**config.mk**
```make
export PLATFORM = sky130hd
export DESIGN_NAME = tcc_timer2_capcmp
export DESIGN_NICKNAME = d
export VERILOG_FILES = /design/src/design/tcc_pkg.sv /design/src/design/tcc_sync.sv /design/src/design/tcc_timer2_capcmp.sv
export SDC_FILE = /design/constraint.sdc
export NUM_CORES = 1
export LEC_CHECK = 0
export ABC_AREA = 1
export BUFFER_PORTS_ARGS = -buffer_cell sky130_fd_sc_hd__buf_4
export CAP_MARGIN = 20
export CORE_MARGIN = 3
export CORE_UTILIZATION = 55
export DETAILED_ROUTE_END_ITERATION = 10
export GPL_ROUTABILITY_DRIVEN = 0
export PLACE_DENSITY = 0.76
export RECOVER_POWER = 100
export SLEW_MARGIN = 25
export SYNTH_ARGS = -nofsm -noshare
export SYNTH_HDL_FRONTEND = slang
export SYNTH_SLANG_ARGS = --single-unit
```
**constraint.sdc**
```tcl
create_clock -name clk_i -period 2 [get_ports clk_i]
set_input_delay 0.6 -clock clk_i [delete_from_list [all_inputs] [get_ports clk_i]]
set_output_delay 0.6 -clock clk_i [all_outputs]
set_load 0.005 [all_outputs]
```
**src/design/tcc_pkg.sv**
```systemverilog
package tcc_pkg;

    ////////////////////////////////////////////////////////////////////////////
    // Register indices; byte address is four times the index
    localparam logic [7:0] IDX_FLAGS = 8'hC8;
    localparam logic [7:0] IDX_CTRL = 8'hEA;
    localparam logic [7:0] IDX_EDGE = 8'hEB;
    localparam logic [7:0] IDX_SET = 8'hEE;
    localparam logic [7:0] IDX_CLRTG = 8'hEF;
    localparam logic [7:0] IDX_COUNT = 8'hF0;
    localparam logic [7:0] IDX_CMP0 = 8'hF1;
    localparam logic [7:0] IDX_CMP1 = 8'hF2;
    localparam logic [7:0] IDX_CMP2 = 8'hF3;
    localparam logic [7:0] IDX_CAP0 = 8'hF4;
    localparam logic [7:0] IDX_CAP1 = 8'hF5;
    localparam logic [7:0] IDX_CAP2 = 8'hF6;
    localparam logic [7:0] IDX_CAP3 = 8'hF7;
    localparam logic [7:0] IDX_IRQ_EN = 8'hF8;
    localparam logic [7:0] IDX_IRQ_PRI = 8'hF9;
    localparam logic [7:0] IDX_PORT = 8'hFA;

    ////////////////////////////////////////////////////////////////////////////
    // counter_control fields
    localparam int CTL_FULL_SEL = 7;
    localparam int CTL_LOW_SEL = 6;
    localparam int CTL_EXT_CLR = 5;
    localparam int CTL_LOW_FLAG = 4;
    localparam int CTL_PRE_HI = 3;
    localparam int CTL_PRE_LO = 2;
    localparam int CTL_SRC_HI = 1;
    localparam int CTL_SRC_LO = 0;

    // Clock source codes
    localparam logic [1:0] SRC_HALT = 2'h0;
    localparam logic [1:0] SRC_MACH = 2'h1;
    localparam logic [1:0] SRC_TEST = 2'h2;
    localparam logic [1:0] SRC_PIN = 2'h3;

    // Prescaler masks for divide by 1, 2, 4, 8
    localparam logic [2:0] PRE_MASK1 = 3'h0;
    localparam logic [2:0] PRE_MASK2 = 3'h1;
    localparam logic [2:0] PRE_MASK4 = 3'h3;
    localparam logic [2:0] PRE_MASK8 = 3'h7;

    // timer_event_flags fields
    localparam int FLG_OVF = 7;
    localparam int FLG_MATCH0 = 4;
    localparam int FLG_CAP0 = 0;

    // Input pin slots after the synchroniser
    localparam int PIN_CLK = 4;
    localparam int PIN_CLR = 5;

    ////////////////////////////////////////////////////////////////////////////
    // Reset values
    localparam logic [7:0] RST_BYTE = 8'h00;
    localparam logic [15:0] RST_WORD = 16'h0000;
    localparam logic [2:0] RST_PRE = 3'h0;
    localparam logic [1:0] RST_TG = 2'h0;
    localparam logic [31:0] RST_BUS = 32'h00000000;

endpackage

```
**src/design/tcc_sync.sv**
```systemverilog
`timescale 1ns/1ps
module tcc_sync #(
    parameter int W = 1
) (
    // Clock and reset
    input wire logic clk_i,
    input wire logic rst_i,
    // Asynchronous levels in, synchronous levels out
    input wire logic [W-1:0] d_i,
    output logic [W-1:0] q_o
);

    logic [W-1:0] meta_ff;
    logic [W-1:0] nxt_meta;
    logic [W-1:0] nxt_q;

    always_comb begin
        nxt_meta = d_i;
        nxt_q = meta_ff;
    end

    always_ff @(posedge clk_i) begin
        if (rst_i) begin
            meta_ff <= '0;
            q_o <= '0;
        end else begin
            meta_ff <= nxt_meta;
            q_o <= nxt_q;
        end
    end

endmodule

```
**src/design/tcc_timer2_capcmp.sv**
```systemverilog
// Functional notes
// - Prescaler divides the selected source by 1, 2, 4 or 8 per control bits 3:2.
// - Source field halts, uses machine clock, or external pin; code 10 is test only.
// - Control bit 5 enables external clear; when clear the input is ignored.
// - Bit 7 enables full overflow request, bit 6 low-byte overflow; shared vector.
// - Control bit 4 is set on low-byte overflow; only software clears it.
// - Capture edge bits: 2n+1 falling, 2n rising, both or none per input.
// - Flag register: bit 7 overflow, bits 6:4 compare 2..0, bits 3:0 captures.
// - Interrupt requests gated by enable register, priority from priority register.
// - Match of compare 0 sets port bit n (0..5) when its set enable is high.
// - Set enable low leaves port bit n untouched by compare 0 match.
// - Set enable bits 7:6 show pending toggle direction of port bits 7:6.
// - Set enable bits 7:6 are read-only.
// - Toggle enable bits 7:6 invert port bits 7:6 on compare 2 match.
// - Match of compare 1 clears port bit n (0..5) when its clear enable is high.
// - Clear/toggle enable low leaves port bit unaffected by compare 1 or 2.
// - Enabled capture edge copies counter to capture register and sets its flag.
// - Simultaneous compare 0 and 1 matches clear enabled port bits 0..5.
// - Enabled external clear rising edge zeroes counter; chip reset too; no load.
// - Every flag stays set until software clears it.
//
// The Wishbone slave port was left to the implementer.
`timescale 1ns/1ps
module tcc_timer2_capcmp (
    // Clock and reset
    input wire logic clk_i,
    input wire logic rst_i,
    // Wishbone classic slave
    input wire logic wb_cyc_i,
    input wire logic wb_stb_i,
    input wire logic wb_we_i,
    input wire logic [9:0] wb_adr_i,
    input wire logic [3:0] wb_sel_i,
    input wire logic [31:0] wb_dat_i,
    output logic [31:0] wb_dat_o,
    output logic wb_ack_o,
    // External pins
    input wire logic [3:0] capture_in_i,
    input wire logic ext_clock_i,
    input wire logic ext_clear_input_i,
    // Port and interrupt outputs
    output logic [7:0] match_output_port_o,
    output logic irq_o,
    output logic irq_prio_o
);

    function automatic logic hit(input logic [7:0] a, input logic [7:0] want);
        return a == want;
    endfunction

    ////////////////////////////////////////////////////////////////////////////
    // Pin synchronisation and edge detection
    logic [5:0] pin_s, pin_d_ff, nxt_pin_d, rise, fall;

    tcc_sync #(.W(6)) u_sync (
        .clk_i(clk_i),
        .rst_i(rst_i),
        .d_i({ext_clear_input_i, ext_clock_i, capture_in_i}),
        .q_o(pin_s)
    );

    always_comb begin
        nxt_pin_d = pin_s;
        rise = pin_s & ~pin_d_ff;
        fall = ~pin_s & pin_d_ff;
    end

    always_ff @(posedge clk_i) begin
        if (rst_i) begin
            pin_d_ff <= '0;
        end else begin
            pin_d_ff <= nxt_pin_d;
        end
    end

    ////////////////////////////////////////////////////////////////////////////
    // Bus handshake; writes land on the edge where the master sees ack
    logic ack_ff, nxt_ack, wr_lo, wr_hi;
    logic [31:0] nxt_dat, rdata;
    logic [7:0] idx;

    always_comb begin
        idx = wb_adr_i[9:2];
        wr_lo = wb_cyc_i & wb_stb_i & wb_we_i & ack_ff & wb_sel_i[0];
        wr_hi = wb_cyc_i & wb_stb_i & wb_we_i & ack_ff & wb_sel_i[1];
        nxt_ack = wb_cyc_i & wb_stb_i & ~ack_ff;
        nxt_dat = nxt_ack ? rdata : tcc_pkg::RST_BUS;
    end

    always_ff @(posedge clk_i) begin
        if (rst_i) begin
            ack_ff <= 1'b0;
            wb_dat_o <= tcc_pkg::RST_BUS;
        end else begin
            ack_ff <= nxt_ack;
            wb_dat_o <= nxt_dat;
        end
    end

    assign wb_ack_o = ack_ff;

    ////////////////////////////////////////////////////////////////////////////
    // Prescaler and counter
    logic [7:0] ctl_ff;
    logic [15:0] cnt_ff, nxt_cnt;
    logic [2:0] pre_ff, nxt_pre, pre_mask;
    logic upd_ff, nxt_upd, src_tick, tick, ext_clr, ctl_wr, ovf_full, ovf_low;

    always_comb begin
        ctl_wr = wr_lo & hit(idx, tcc_pkg::IDX_CTRL);
        // Test code counts nothing: treated as halted
        case (ctl_ff[tcc_pkg::CTL_SRC_HI:tcc_pkg::CTL_SRC_LO])
            tcc_pkg::SRC_MACH: src_tick = 1'b1;
            tcc_pkg::SRC_PIN: src_tick = rise[tcc_pkg::PIN_CLK];
            default: src_tick = 1'b0;
        endcase
        case (ctl_ff[tcc_pkg::CTL_PRE_HI:tcc_pkg::CTL_PRE_LO])
            2'h0: pre_mask = tcc_pkg::PRE_MASK1;
            2'h1: pre_mask = tcc_pkg::PRE_MASK2;
            2'h2: pre_mask = tcc_pkg::PRE_MASK4;
            default: pre_mask = tcc_pkg::PRE_MASK8;
        endcase
        tick = src_tick & ((pre_ff & pre_mask) == pre_mask);
        ext_clr = ctl_ff[tcc_pkg::CTL_EXT_CLR] & rise[tcc_pkg::PIN_CLR];
        ovf_full = tick & (cnt_ff == 16'hFFFF);
        ovf_low = tick & (cnt_ff[7:0] == 8'hFF);
        if (ext_clr || (ctl_wr && (wb_dat_i[3:0] != ctl_ff[3:0]))) begin
            nxt_pre = tcc_pkg::RST_PRE;
        end else if (src_tick) begin
            nxt_pre = pre_ff + 3'h1;
        end else begin
            nxt_pre = pre_ff;
        end
        if (ext_clr) begin
            nxt_cnt = tcc_pkg::RST_WORD;
        end else if (tick) begin
            nxt_cnt = cnt_ff + 16'h0001;
        end else begin
            nxt_cnt = cnt_ff;
        end
        nxt_upd = ext_clr | tick;
    end

    always_ff @(posedge clk_i) begin
        if (rst_i) begin
            cnt_ff <= tcc_pkg::RST_WORD;
            pre_ff <= tcc_pkg::RST_PRE;
            upd_ff <= 1'b0;
        end else begin
            cnt_ff <= nxt_cnt;
            pre_ff <= nxt_pre;
            upd_ff <= nxt_upd;
        end
    end

    ////////////////////////////////////////////////////////////////////////////
    // Captures; each sees the count held before this edge
    logic [7:0] edge_ff;
    logic [3:0] cap_ev;
    logic [15:0] cap_ff [4];

    for (genvar i = 0; i < 4; i++) begin : g_cap
        logic [15:0] nxt_cap;
        always_comb begin
            cap_ev[i] = (rise[i] & edge_ff[2*i]) | (fall[i] & edge_ff[2*i+1]);
            nxt_cap = cap_ev[i] ? cnt_ff : cap_ff[i];
        end
        always_ff @(posedge clk_i) begin
            if (rst_i) begin
                cap_ff[i] <= tcc_pkg::RST_WORD;
            end else begin
                cap_ff[i] <= nxt_cap;
            end
        end
    end

    ////////////////////////////////////////////////////////////////////////////
    // Compare, flags, port and interrupt state
    // A match only counts on the cycle the counter moves, so a slow
    // prescale does not repeat a toggle while the count sits still.
    logic [15:0] cmp_ff [3], nxt_cmp [3];
    logic [2:0] match;
    logic [7:0] nxt_ctl, nxt_edge, flags_ff, nxt_flags, clrtg_ff, nxt_clrtg;
    logic [7:0] irq_en_ff, nxt_irq_en, irq_pri_ff, nxt_irq_pri, nxt_port, req;
    logic [5:0] set_en_ff, nxt_set_en;
    logic [1:0] tg_ff, nxt_tg;
    logic nxt_irq, nxt_prio;

    always_comb begin
        for (int k = 0; k < 3; k++) begin
            match[k] = upd_ff & (cnt_ff == cmp_ff[k]);
            nxt_cmp[k] = cmp_ff[k];
            if (wr_lo && hit(idx, tcc_pkg::IDX_CMP0 + 8'(k))) begin
                nxt_cmp[k][7:0] = wb_dat_i[7:0];
            end
            if (wr_hi && hit(idx, tcc_pkg::IDX_CMP0 + 8'(k))) begin
                nxt_cmp[k][15:8] = wb_dat_i[15:8];
            end
        end
        // Hardware set wins over a clearing write in the same cycle
        nxt_ctl = ctl_wr ? wb_dat_i[7:0] : ctl_ff;
        nxt_ctl[tcc_pkg::CTL_LOW_FLAG] = nxt_ctl[tcc_pkg::CTL_LOW_FLAG] | ovf_low;
        nxt_flags = (wr_lo && hit(idx, tcc_pkg::IDX_FLAGS)) ? wb_dat_i[7:0] : flags_ff;
        nxt_flags = nxt_flags | {ovf_full, match, cap_ev};
        nxt_edge = (wr_lo && hit(idx, tcc_pkg::IDX_EDGE)) ? wb_dat_i[7:0] : edge_ff;
        nxt_set_en = (wr_lo && hit(idx, tcc_pkg::IDX_SET)) ? wb_dat_i[5:0] : set_en_ff;
        nxt_clrtg = (wr_lo && hit(idx, tcc_pkg::IDX_CLRTG)) ? wb_dat_i[7:0] : clrtg_ff;
        nxt_irq_en = (wr_lo && hit(idx, tcc_pkg::IDX_IRQ_EN)) ? wb_dat_i[7:0] : irq_en_ff;
        nxt_irq_pri = (wr_lo && hit(idx, tcc_pkg::IDX_IRQ_PRI)) ? wb_dat_i[7:0] : irq_pri_ff;
        // Software port writes never disturb the toggle state
        nxt_port = (wr_lo && hit(idx, tcc_pkg::IDX_PORT)) ? wb_dat_i[7:0]
                                                          : match_output_port_o;
        nxt_tg = tg_ff;
        for (int n = 0; n < 6; n++) begin
            if (match[1] && clrtg_ff[n]) begin
                nxt_port[n] = 1'b0;
            end else if (match[0] && set_en_ff[n]) begin
                nxt_port[n] = 1'b1;
            end
        end
        for (int n = 0; n < 2; n++) begin
            if (match[2] && clrtg_ff[6+n]) begin
                nxt_port[6+n] = ~tg_ff[n];
                nxt_tg[n] = ~tg_ff[n];
            end
        end
        req = flags_ff;
        req[tcc_pkg::FLG_OVF] = (flags_ff[tcc_pkg::FLG_OVF] & ctl_ff[tcc_pkg::CTL_FULL_SEL])
            | (ctl_ff[tcc_pkg::CTL_LOW_FLAG] & ctl_ff[tcc_pkg::CTL_LOW_SEL]);
        nxt_irq = |(req & irq_en_ff);
        nxt_prio = |(req & irq_en_ff & irq_pri_ff);
    end

    always_ff @(posedge clk_i) begin
        if (rst_i) begin
            for (int k = 0; k < 3; k++) begin
                cmp_ff[k] <= tcc_pkg::RST_WORD;
            end
            ctl_ff <= tcc_pkg::RST_BYTE;
            flags_ff <= tcc_pkg::RST_BYTE;
            edge_ff <= tcc_pkg::RST_BYTE;
            set_en_ff <= '0;
            clrtg_ff <= tcc_pkg::RST_BYTE;
            tg_ff <= tcc_pkg::RST_TG;
            irq_en_ff <= tcc_pkg::RST_BYTE;
            irq_pri_ff <= tcc_pkg::RST_BYTE;
            match_output_port_o <= tcc_pkg::RST_BYTE;
            irq_o <= 1'b0;
            irq_prio_o <= 1'b0;
        end else begin
            cmp_ff <= nxt_cmp;
            ctl_ff <= nxt_ctl;
            flags_ff <= nxt_flags;
            edge_ff <= nxt_edge;
            set_en_ff <= nxt_set_en;
            clrtg_ff <= nxt_clrtg;
            tg_ff <= nxt_tg;
            irq_en_ff <= nxt_irq_en;
            irq_pri_ff <= nxt_irq_pri;
            match_output_port_o <= nxt_port;
            irq_o <= nxt_irq;
            irq_prio_o <= nxt_prio;
        end
    end

    ////////////////////////////////////////////////////////////////////////////
    // Read decode; unmapped indices read zero
    always_comb begin
        rdata = tcc_pkg::RST_BUS;
        case (idx)
            tcc_pkg::IDX_FLAGS: rdata[7:0] = flags_ff;
            tcc_pkg::IDX_CTRL: rdata[7:0] = ctl_ff;
            tcc_pkg::IDX_EDGE: rdata[7:0] = edge_ff;
            tcc_pkg::IDX_SET: rdata[7:0] = {tg_ff, set_en_ff};
            tcc_pkg::IDX_CLRTG: rdata[7:0] = clrtg_ff;
            tcc_pkg::IDX_COUNT: rdata[15:0] = cnt_ff;
            tcc_pkg::IDX_CMP0: rdata[15:0] = cmp_ff[0];
            tcc_pkg::IDX_CMP1: rdata[15:0] = cmp_ff[1];
            tcc_pkg::IDX_CMP2: rdata[15:0] = cmp_ff[2];
            tcc_pkg::IDX_CAP0: rdata[15:0] = cap_ff[0];
            tcc_pkg::IDX_CAP1: rdata[15:0] = cap_ff[1];
            tcc_pkg::IDX_CAP2: rdata[15:0] = cap_ff[2];
            tcc_pkg::IDX_CAP3: rdata[15:0] = cap_ff[3];
            tcc_pkg::IDX_IRQ_EN: rdata[7:0] = irq_en_ff;
            tcc_pkg::IDX_IRQ_PRI: rdata[7:0] = irq_pri_ff;
            tcc_pkg::IDX_PORT: rdata[7:0] = match_output_port_o;
            default: rdata = tcc_pkg::RST_BUS;
        endcase
    end
endmodule

```
==> results by group, run 1 <==
Clock tree
  • Reg clk slew, reported paths: around 0.06 ns
  • Cts repair resizes: 0
  • Clock buffer depth: 3
  • Post-CTS setup buffers: 0
  • Clock latency on the worst-skew pair: 0.53 ns
  • Clock sink total: about 230
  • TritonCTS buffer count: 24
  • CTS tree: yes
  • Max H-tree Level: 1
  • Root buf cell: clkbuf_16
  • Hold_buf cts: 0

Drt
  • Total vias in the final route: 11000
  • DR WL/cell: ~17 um
  • Remaining antenna violation count: 0
  • Iter 0 DRT Violations: 1401
  • Post-route DRC: 0
  • Routed wire length: 33.1 mm
  • First-pass DRT Iterations: 6
  • Vias/cell: between 5 and 6

Synthesis
  • Seq/Total Area, Yosys: 0.426
  • Synth unique cells: 42
  • Synth Cell Area: about 11000 um2
  • Syn Inst Count: ~1600
  • Largest area contributor in the netlist: dfxtp_1
  • Synthesis warning total: 0
  • Post-synth top area share: 0.426
  • #FFs+latches synth: 233
  • Avg Inst Size Synth: roughly 7 um2
  • Largest cells by area after synthesis: dfxtp_1 43%, o21ai_0 10%, nand2_1 8.9%, a21oi_1 8.1%, inv_1 7.0%

Pwr
  • Clock group share of total power: 0.466
  • Total power: around 9.4 mW
  • Net Sw Frac: 0.222
  • Leak pwr: 5.12 nW
  • Logic pwr share: 0.039
  • Seq pwr share: 0.495
  • Pwr/cell area: around 730 nW/um2
  • Peak supply drop: about 0.80 mV
  • Int Pwr: 7.33 mW
  • Net Switching: approximately 2.1 mW

Min path
  • Class of the worst hold path: input pin to register
  • Hold_sp: capture_in_i[1]

Setup path
  • Arr. time, crit path: ~2.3 ns
  • CP required: 2.40 ns
  • CP Capture Type: register
  • Critical path fanouts, max: 13
  • Start point of the critical path: wb_adr_i[8]
  • Worst r2r src: wb_ack_o$_SDFF_PP0_
  • Critical path type: input pin to register
  • Crit start category: input pin

STA
  • RSZ-0062 raised after global routing: false
  • Slew Viols, Final: 0
  • Post-route minimum period: approximately 1.9 ns
  • Rel. slew slack: 0.475
  • Final Hold Vio Count: 0
  • Final period util: 0.936
  • Max Clk Rate: around 530 MHz
  • Final setup viols: 0
  • Skew final: ~0.015 ns
  • Worst-Margin Slew: 0.787 ns

Global route
  • Largest net degree at the start of global routing: 65
  • First-pass GRT wire length: 51.4 mm
  • Initial antenna violation count: 0
  • Grt ovf: 0
  • Via count of the first global-routing pass: ~9900
  • Total GRT Usage: 0.295

Die
  • # rows: 50
  • Ports: 100
  • Chip width: ~150 um
  • Die Y: 147 um
  • Die area: between 20000 and 25000 um2
  • Initial Util: 0.572
  • Core area: roughly 19000 um2

Run
  • Max Cap Viol: 0

Placement
  • IO Port Bufs: 63
  • Post-DP HPWL: ~24 mm
  • Placed Cells: roughly 1900

Cells and area
  • Non-Filler Instances: ~2000
  • Inserted Diodes: 0
  • Fin util: 0.672
  • # fillers: 1744
  • Final #Nets: around 1800
  • Layout cell share with drive strength beyond 1: 0.127
  • Area grow syn2layout: 17.4%

Status
  • Status: finished clean
[layout by cell type, fill, tap and decap left out, types with 20 or more instances in the layout]
| master | Yosys | final |
|---|---|---|
| nand3_1 | 41 | 41 |
| a21oi_1 | 177 | 177 |
| o21ai_0 | 221 | 222 |
| clkbuf_1 | 42 | 24 |
| clkbuf_4 | 0 | 31 |
| nor3_1 | 20 | 20 |
| inv_1 | 204 | 209 |
| buf_4 | 21 | 101 |
| dfxtp_1 | 233 | 232 |
| nand2_1 | 259 | 262 |
| clkbuf_16 | 0 | 24 |
| nor2_1 | 178 | 183 |
| o22ai_1 | 35 | 35 |
[per-stage QoR]
stage | worst slack (ns) | TNS (ns) | cell area [um2] | hold WS (ns)
after floorplan | 0.213 | 0 | 11000 | 0.388
after global placement | -0.148 | -2.69 | 12200 | 0.388
after detailed placement | -0.191 | -4.57 | 12200 | 0.396
after CTS | 0.149 | 0 | 13000 | 0.264
after global routing | 0.00554 | 0 | 12900 | 0.283
final | 0.129 | 0 | 12900 | 0.270
[sequential cells by signal (all words and copies together) (netlist names), 16 cells and up]
signal    flops
cap_ff       64
cmp_ff       48
cnt_ff       16
wb_dat_o     16
[cell type report]
class	count	area, um2	share of cell area
multi-input cells	1054	5040	0.392
flip-flops and latches	233	4670	0.363
repair buffers	166	1240	0.0968
inverters	216	816	0.0634
clock buffers	40	751	0.0584
well taps	260	325	0.0253
clock inverters	2	21.3	0.00165
[cells in the mapped netlist (all sizes together)]
master and count:
nand3 44, xor2 12, clkbuf 42, nor4 1, nand3b 1, buf 51, a211oi 3, o2111ai 1
a31oi 7, inv 214, conb 1, o21bai 1, o21ai 235, ha 2, and2 1, a21boi 1
nand2 268, xnor2 10, a21oi 177, or2 1, nor3 24, clkinv 2, dfxtp 233, o211ai 4
o22ai 35, and2b 1, nand4 18, o311ai 1, nor2 190
[worst max-delay path, stage by stage]
cell	delay, ns
clkbuf_4	0.10
nand2_1	0.11
nor3_4	0.24
clkbuf_1	0.29
nand2_4	0.16
clkbuf_4	0.17
nor2_2	0.10
inv_1	0.19
o21ai_0	0.24
a21oi_1	0.07
[routing by layer]
metal,vias up,part of all wire,GRT usage
met1,4980,0.42,0.416
met5,-,0,0
met4,0,0.035,0.0904
met2,560,0.44,0.455
met3,103,0.11,0.0617
li1,5341,-,-
[logic make-up after synthesis]
logic type | Yosys count | share of synthesized area
compound gates | 465 | 0.220
other cells | 1 | 0.000342
xor+xnor | 22 | 0.0176
fa+ha+maj | 2 | 0.00228
flops | 233 | 0.426
buf+inv | 309 | 0.119
simple gates | 549 | 0.215
[power by group through the flow]
stage | clock [mW] | sequential [mW] | combinational, mW
2_1_floorplan | 0 | 4.76 | 0.203
3_3_place_gp | 0 | 4.76 | 0.357
3_5_place_dp | 0 | 4.76 | 0.363
4_1_cts | 4.41 | 4.66 | 0.365
5_1_grt | 4.60 | 4.66 | 0.403
6_report | 4.38 | 4.66 | 0.369
[path summary, 6_finish.rpt]
kind | end | slack [ns] | cells past startpoint
hold reg to reg | u_sync.q_o[1]$_SDFF_PP0_ | 0.40 | 2
hold / removal | u_sync.meta_ff[1]$_SDFF_PP0_ | 0.27 | 3
setup / recovery | cmp_ff[31]$_SDFFE_PP0P_ | 0.13 | 10
setup reg to reg | match_output_port_o[3]$_SDFFE_PP0P_ | 0.14 | 10
No activity file was read; power rests on OpenSTA's default activity.
==> run 2: changes to the inputs <==
--- a/config.mk
+++ b/config.mk
@@ -5,7 +5,6 @@
 export SDC_FILE = /design/constraint.sdc
 export NUM_CORES = 1
 export LEC_CHECK = 0
-export ABC_AREA = 1
 export BUFFER_PORTS_ARGS = -buffer_cell sky130_fd_sc_hd__buf_4
 export CAP_MARGIN = 20
 export CORE_MARGIN = 3
==> constraint.sdc (replaced) <==
create_clock -name clk_i -period 2 [get_ports clk_i]
set_input_delay 0.1 -clock clk_i [delete_from_list [all_inputs] [get_ports clk_i]]
set_output_delay 0.1 -clock clk_i [all_outputs]
set_load 0.005 [all_outputs]
==> run 2 against run 1 <==
Against the previous run:
- global-route usage increased by 0.79 points
- maximum frequency decreased by 2.6%
- area after synthesis increased by 1.4%
- worst hold slack got worse by 0.16 ns
- via count decreased by 14%
- total power increased by 2.9%
- register-to-register slack got worse by 0.06 ns
- synthesized cell count decreased by 25%
- flip-flop and latch count unchanged
==> results by group, run 2 <==
Synthesis
  • Post-synth ARST share: 0 (unchanged)
  • Seq/Total Area, Yosys: 0.420 (-0.00604)
  • Synth unique cells: 65 (+55%)
  • Syn Inst Count: 1182 (-25%)
  • Post-synth top area share: 0.420 (-0.00604)
  • Largest area contributor in the netlist: dfxtp_1
  • Synth Cell Area: 11100 um2 (+1.4%)
  • Avg Inst Size Synth: 9.40 um2 (+36%)
  • Synthesis warning total: 0 (unchanged)
  • Top_reg_cell synth: dfxtp_1
  • Number of synthesized flops with an enable pin: 0 (unchanged)
  • Largest cells by area after synthesis: dfxtp_1 42%, mux2i_1 15%, nor2_1 5.7%, xnor2_1 3.2%, mux4_2 3.0%
  • #FFs+latches synth: 233 (unchanged)
  • Cell with the most instances after synthesis: dfxtp_1
  • Top post-synthesis cells by count: 233 x dfxtp_1, 168 x nor2_1, 164 x mux2i_1, 73 x nand2_1, 58 x clkbuf_1

Setup path
  • Worst r2r path cells: 7 (-3)
  • Start point of the critical path: wb_ack_o$_SDFF_PP0_
  • Slowest stage cell, crit path: and4_2
  • Crit-path cells: and4_2, nand2_4, buf_4, nor3_4, clkbuf_2, mux2i_1, nor2_1
  • Crit path to: cmp_ff[19]$_SDFFE_PP0P_
  • CP Capture Type: register
  • CP required: 2.39 ns (about the same)
  • Crit-path max cell delay: 0.38 ns (+0.09 ns)
  • Critical path fanouts, max: 8 (-5)
  • Crit start category: register
  • Worst r2r src: wb_ack_o$_SDFF_PP0_
  • Critical path type: register to register
  • Reg-to-reg endpoint: cmp_ff[19]$_SDFFE_PP0P_
  • R2R Setup Slk: 0.08 ns (-0.06 ns)
  • Arr. time, crit path: 2.31 ns (+0.04 ns)

Cells and area
  • Regs by FF count: cap_ff (64), cmp_ff (48)
  • Non-Filler Instances: 1568 (-20%)
  • Layout cell share with drive strength beyond 1: 0.180 (+0.0529)
  • Max FFs per register: 64 (unchanged)
  • Design Area, Final: 13200 um2 (+2.5%)
  • Most flops, register: cap_ff
  • Most frequent cells in the layout: 233 x dfxtp_1, 168 x nor2_1, 164 x mux2i_1, 101 x buf_4, 73 x nand2_1
  • Most common cell after layout, fill and taps aside: dfxtp_1
  • Final #Nets: 1344 (-23%)
  • Area grow syn2layout: 18.7%

Drt
  • Remaining antenna violation count: 0 (unchanged)
  • Total vias in the final route: 9472 (-14%)
  • Post-route DRC: 0 (unchanged)
  • First-pass DRT Iterations: 6 (unchanged)
  • Vias/cell: 6.04 (+8.4%)
  • Iter 0 DRT Violations: 1045 (-25%)
  • Routed wire length: 33.6 mm (+1.5%)
  • DR WL/cell: 21.5 um (+28%)

Clock tree
  • Reg clk slew, reported paths: 0.06 ns (about the same)
  • TritonCTS buffer count: 25 (+4.2%)
  • Post-CTS setup buffers: 0 (unchanged)
  • Root buf cell: clkbuf_16
  • Clock latency on the worst-skew pair: 0.52 ns (about the same)
  • CTS tree: yes
  • Max H-tree Level: 1 (unchanged)
  • Clock sink total: 233 (unchanged)
  • Clock buffer depth: 3 (unchanged)

Global route
  • M2 GR Usage: 0.482 (+0.0270)
  • GRT Max-Usage Layer: met2
  • Met1 Track Usage GR: 0.399 (-0.0174)
  • Total GRT Usage: 0.303 (+0.00791)
  • Via count of the first global-routing pass: 9136 (-7.3%)
  • Largest net degree at the start of global routing: 118 (+82%)
  • Initial antenna violation count: 0 (unchanged)
  • First-pass GRT wire length: 52.5 mm (+2.1%)
  • Grt ovf: 0 (unchanged)
  • Global Route met3 Usage: 0.0576 (-0.00410)

Pwr
  • Pwr/cell area: 734 nW/um2 (+0.34%)
  • Leak pwr: 4.78 nW (-6.6%)
  • Total power: 9.68 mW (+2.9%)
  • Peak supply drop: 0.660 mV (-17%)

Status
  • Status: finished clean

STA
  • Max Clk Rate: 521 MHz (-2.6%)
  • Setup_tns: 0 ns (unchanged)
  • Worst-Margin Slew: 1.09 ns (+0.302 ns)
  • Rel. slew slack: 0.274 (-0.201)
  • Skew final: 0.0178 ns (+0.00334 ns)
  • Final setup viols: 0 (unchanged)
  • Slew Viols, Final: 0 (unchanged)
  • Final Hold Vio Count: 0 (unchanged)
  • Post-route minimum period: 1.92 ns (+0.0492 ns)
  • Final period util: 0.960 (+0.0246)

Die
  • Chip width: 148 um (+0.69%)
  • Die area: 21900 um2 (+1.4%)
  • Die Y: 148 um (+0.69%)
  • Ports: 100 (unchanged)
  • Core area: 19700 um2 (+2.7%)
  • Initial Util: 0.565 (-0.00684)
  • # rows: 51 (+2.0%)

Placement
  • Post-DP HPWL: 23.3 mm (-4.2%)
  • IO Port Bufs: 63 (unchanged)
  • Placed Cells: 1499 (-22%)
  • Dpl cell area: 12200 um2 (about the same)

Run
  • Max Cap Viol: 0 (unchanged)

Min path
  • Class of the worst hold path: input pin to register
[run 2: changes by cell type in the layout (fill, tap and decap cells not counted), moves of 25 or more]
cell	change
xnor2_1	+31
o22ai_1	-26
a22oi_1	+25
mux2i_1	+164
nand2_1	-189
inv_1	-197
a21oi_1	-132
o21ai_0	-198
nor2b_1	+25
[run 2: area by class of cell]
| class | instances | area (um2) |
|---|---|---|
| antenna | 1 | 2.50 |
| tap | 265 | 332 |
| clock buffer | 36 | 727 |
| sequential | 233 | 4660 |
| timing repair buffer | 170 | 1380 |
| clock inverter | 8 | 77.6 |
| multi-input combinational | 843 | 5960 |
| fill | 1588 | 6470 |
| inverter | 12 | 45.0 |
[run 2: per-stage QoR]
stage / util / hold slack [ns] / setup WS, ns
global placement: 0.621 / 0.311 / 0.0962
finish: 0.671 / 0.112 / 0.0794
CTS: 0.674 / 0.00378 / 0.0115
floorplan: - / 0.228 / 0.0848
global route: 0.671 / 0.0975 / -0.00630
detailed placement: 0.621 / 0.318 / 0.0583
[run 2: worst max-delay path: cells and delay by family, from the launching register on]
family	cells	cell delay (ns)
simple gates	4	0.69
flops	1	0.36
buf+inv	2	0.50
mux	1	0.23
[run 2: how the worst min path moves through the flow]
stage,slack (ns),from,depth (start not counted),to
after floorplan,0.23,capture_in_i[0],1,u_sync.meta_ff[0]$_SDFF_PP0_
after global placement,0.31,capture_in_i[0],2,u_sync.meta_ff[0]$_SDFF_PP0_
after detailed placement,0.32,capture_in_i[0],2,u_sync.meta_ff[0]$_SDFF_PP0_
after CTS,0.004,wb_cyc_i,3,wb_ack_o$_SDFF_PP0_
after global routing,0.1,wb_cyc_i,3,wb_ack_o$_SDFF_PP0_
final,0.11,wb_cyc_i,3,wb_ack_o$_SDFF_PP0_
[run 2: what timing repair did]
action,in CTS,in global routing
resized for setup,0,3
setup endpoints to repair,0,77
endpoints found under the hold margin,74,0
hold buffers,24,0
[run 2: routing by layer]
metal | vias up | share of wire | routed length [um]
li1 | 4370 | - | -
met1 | 4481 | 0.40 | 13500
met2 | 499 | 0.46 | 15500
met3 | 122 | 0.087 | 2930
met4 | 0 | 0.052 | 1750
met5 | - | 0 | 0
[run 2: kinds of logic after synthesis]
logic type | count (synthesis) | share of synthesized area
simple gates | 391 | 0.179
flops | 233 | 0.420
mux | 201 | 0.201
compound gates | 176 | 0.104
buf+inv | 121 | 0.0492
xor+xnor | 57 | 0.0449
fa+ha+maj | 2 | 0.00225
other cells | 1 | 0.000338
[run 2: report_power, final]
| part | leakage (nW) | switching [mW] | internal [mW] |
|---|---|---|---|
| sequential | 1.88 | 0.00630 | 4.66 |
| combinational | 2.51 | 0.303 | 0.168 |
| clock | 0.392 | 1.90 | 2.65 |
| total | 4.78 | 2.21 | 7.48 |
==> run 3: changes to the inputs <==
--- a/config.mk
+++ b/config.mk
@@ -8,10 +8,10 @@
 export BUFFER_PORTS_ARGS = -buffer_cell sky130_fd_sc_hd__buf_4
 export CAP_MARGIN = 20
 export CORE_MARGIN = 3
-export CORE_UTILIZATION = 55
+export CORE_UTILIZATION = 50
 export DETAILED_ROUTE_END_ITERATION = 10
 export GPL_ROUTABILITY_DRIVEN = 0
-export PLACE_DENSITY = 0.76
+export PLACE_DENSITY = 0.7
 export RECOVER_POWER = 100
 export SLEW_MARGIN = 25
 export SYNTH_ARGS = -nofsm -noshare
==> run 3 against run 2 <==
Against the previous run:
- worst setup slack lost 0.055 ns
- first-iteration DRC count decreased by 15%
- final area is 0.70% higher
- sequential share of layout area down 0.25 points
- combinational power increased by 2%
- clock power grew 3%
- largest cell class unchanged
==> results by group, run 3 (same netlist as run 2, synthesis figures left out) <==
Status
  • Status: finished clean

Placement
  • Placed Cells: 1517 (+1.2%)
  • Dpl cell area: 12300 um2 (+0.59%)
  • Post-DP HPWL: 23.9 mm (+2.6%)
  • IO Port Bufs: 63 (unchanged)

Die
  • Ports: 100 (unchanged)
  • # rows: 53 (+3.9%)
  • Initial Util: 0.519 (-0.0466)
  • Chip width: 155 um (+4.7%)
  • Die area: 24000 um2 (+9.6%)
  • Core area: 21400 um2 (+9.0%)
  • Die Y: 155 um (+4.7%)

Cells and area
  • Layout cell share with drive strength beyond 1: 0.182 (+0.00244)
  • Max FFs per register: 64 (unchanged)
  • Most flops, register: cap_ff
  • Design Area, Final: 13300 um2 (+0.70%)
  • FF/Latch Area: 4660 um2 (unchanged)
  • Regs by FF count: cap_ff (64), cmp_ff (48)
  • Most frequent cells in the layout: 233 x dfxtp_1, 168 x nor2_1, 164 x mux2i_1, 104 x buf_4, 73 x nand2_1
  • Non-Filler Instances: 1587 (+1.2%)
  • Area grow syn2layout: 19.5%
  • # fillers: 1796 (+13%)
  • Inserted Diodes: 0 (-1)
  • Most common cell after layout, fill and taps aside: dfxtp_1
  • Final #Nets: 1353 (+0.67%)
  • Multi-input gate area: 5970 um2 (+0.19%)

Setup path
  • CP Capture Type: register
  • R2R Setup Slk: 0.02 ns (-0.06 ns)
  • Arr. time, crit path: 2.39 ns (+0.08 ns)
  • CP top delay family: simple AND/OR/NAND/NOR gates
  • Crit start category: register
  • Most used cell, CP: buf_4
  • Buf/Inv on CP: 2 (unchanged)
  • Critical path fanouts, max: 10 (+2)
  • Slowest stage cell, crit path: dfxtp_1
  • Crit-path cells: buf_4, xnor2_1, nand4_1, nor3_2, buf_4, a31oi_1, a211oi_1
  • CP required: 2.41 ns (+0.02 ns)
  • Critical path type: register to register
  • Crit-path max cell delay: 0.33 ns (-0.05 ns)

STA
  • Setup_tns: 0 ns (unchanged)
  • Slew Viols, Final: 0 (unchanged)
  • Rel. slew slack: 0.447 (+0.173)
  • Final setup viols: 0 (unchanged)
  • Final Hold Vio Count: 0 (unchanged)
  • Worst-Margin Slew: 0.830 ns (-0.259 ns)
  • Max Clk Rate: 506 MHz (-2.8%)
  • RSZ-0062 raised after global routing: false
  • Post-route minimum period: 1.98 ns (+0.0553 ns)
  • Final period util: 0.988 (+0.0277)
  • Skew final: 0.0121 ns (-0.00576 ns)

Drt
  • Iter 0 DRT Violations: 891 (-15%)
  • Vias/cell: 5.97 (-1.1%)
  • First-pass DRT Iterations: 6 (unchanged)
  • Remaining antenna violation count: 0 (unchanged)
  • Total vias in the final route: 9477 (+0.053%)
  • Routed wire length: 33.9 mm (+0.83%)
  • DR WL/cell: 21.4 um (-0.38%)
  • Post-route DRC: 0 (unchanged)

Clock tree
  • Clock buffer depth: 3 (unchanged)
  • CTS tree: yes
  • TritonCTS buffer count: 25 (unchanged)
  • Root buf cell: clkbuf_16
  • Reg clk slew, reported paths: 0.06 ns (about the same)
  • Max H-tree Level: 1 (unchanged)
  • Clock sink total: 233 (unchanged)
  • Clock latency on the worst-skew pair: 0.53 ns (about the same)

Pwr
  • Seq pwr share: 0.475 (-0.006)
  • Logic pwr share: 0.049 (about the same)
  • Net Sw Frac: 0.224 (-0.00402)
  • Leak pwr: 4.80 nW (+0.45%)
  • Peak supply drop: 0.656 mV (-0.73%)
  • Pwr/cell area: 739 nW/um2 (+0.65%)
  • Clock group share of total power: 0.476 (+0.006)
  • Net Switching: 2.20 mW (-0.43%)
  • Int Pwr: 7.62 mW (+1.9%)

Min path
  • Class of the worst hold path: input pin to register

Run
  • Max Cap Viol: 0 (unchanged)

Global route
  • First-pass GRT wire length: 53.4 mm (+1.7%)
  • Grt ovf: 0 (unchanged)
  • Via count of the first global-routing pass: 9174 (+0.42%)
  • Largest net degree at the start of global routing: 126 (+6.8%)
  • Total GRT Usage: 0.279 (-0.0233)
  • Initial antenna violation count: 0 (unchanged)
[run 3: cell count changes in the layout (fill, tap and decap cells not counted), sizes merged]
cell | previous run | this run
clkbuf | 74 | 82
clkinv | 4 | 1
diode | 1 | 0
buf | 108 | 112
bufinv | 1 | 2
[run 3: layout make-up]
class / instances / share of cell area
clock buffers: 39 / 0.0556
well taps: 275 / 0.0259
clock inverters: 6 / 0.00669
repair buffers: 179 / 0.108
multi-input cells: 843 / 0.450
flip-flops and latches: 233 / 0.351
inverters: 12 / 0.00339
[run 3: final timing paths]
| path | cells after the start | to | startpoint |
|---|---|---|---|
| min | 3 | wb_dat_o[4]$_SDFF_PP0_ | wb_adr_i[3] |
| max reg2reg | 7 | match_output_port_o[5]$_SDFFE_PP0P_ | cnt_ff[13]$_SDFFE_PP0P_ |
| max | 7 | match_output_port_o[5]$_SDFFE_PP0P_ | cnt_ff[13]$_SDFFE_PP0P_ |
| min reg2reg | 1 | u_sync.q_o[1]$_SDFF_PP0_ | u_sync.meta_ff[1]$_SDFF_PP0_ |
[run 3: power groups by stage]
stage | sequential, mW | combinational [mW] | clock (mW)
2_1_floorplan | 4.76 | 0.258 | 0
3_3_place_gp | 4.76 | 0.430 | 0
3_5_place_dp | 4.77 | 0.431 | 0
4_1_cts | 4.66 | 0.470 | 4.75
5_1_grt | 4.66 | 0.507 | 4.93
6_report | 4.66 | 0.481 | 4.67
[run 3: worst register-to-register path, cell delays in order, from the launching register on]
cell,delay [ns]
dfxtp_1,0.33
buf_4,0.18
xnor2_1,0.24
nand4_1,0.14
nor3_2,0.32
buf_4,0.22
a31oi_1,0.10
a211oi_1,0.33
[run 3: per-stage QoR]
stage	power [mW]	util	hold slack, ns	setup WS [ns]
floorplan	5.02	-	0.228	0.0848
global placement	5.20	0.573	0.311	0.112
detailed placement	5.20	0.573	0.314	0.0361
CTS	9.88	0.623	0.00631	0.0162
global route	10.1	0.620	0.0732	0.00342
finish	9.81	0.620	0.0698	0.0241
[run 3: layer usage]
layer	track usage	wire (um)	up-vias
li1	-	-	4379
met1	0.382	14100	4530
met2	0.441	15400	475
met3	0.0501	2930	93
met4	0.108	1530	0
met5	0	0	-
[run 3: repair_timing]
action / CTS / global route
gates cloned: 0 / 0
hold endpoints to repair: 114 / 0
endpoints found under the setup margin: 1 / 30
hold buffers: 24 / 0
setup buffers: 0 / 1
pin swaps: 0 / 2
gates resized for setup: 1 / 6
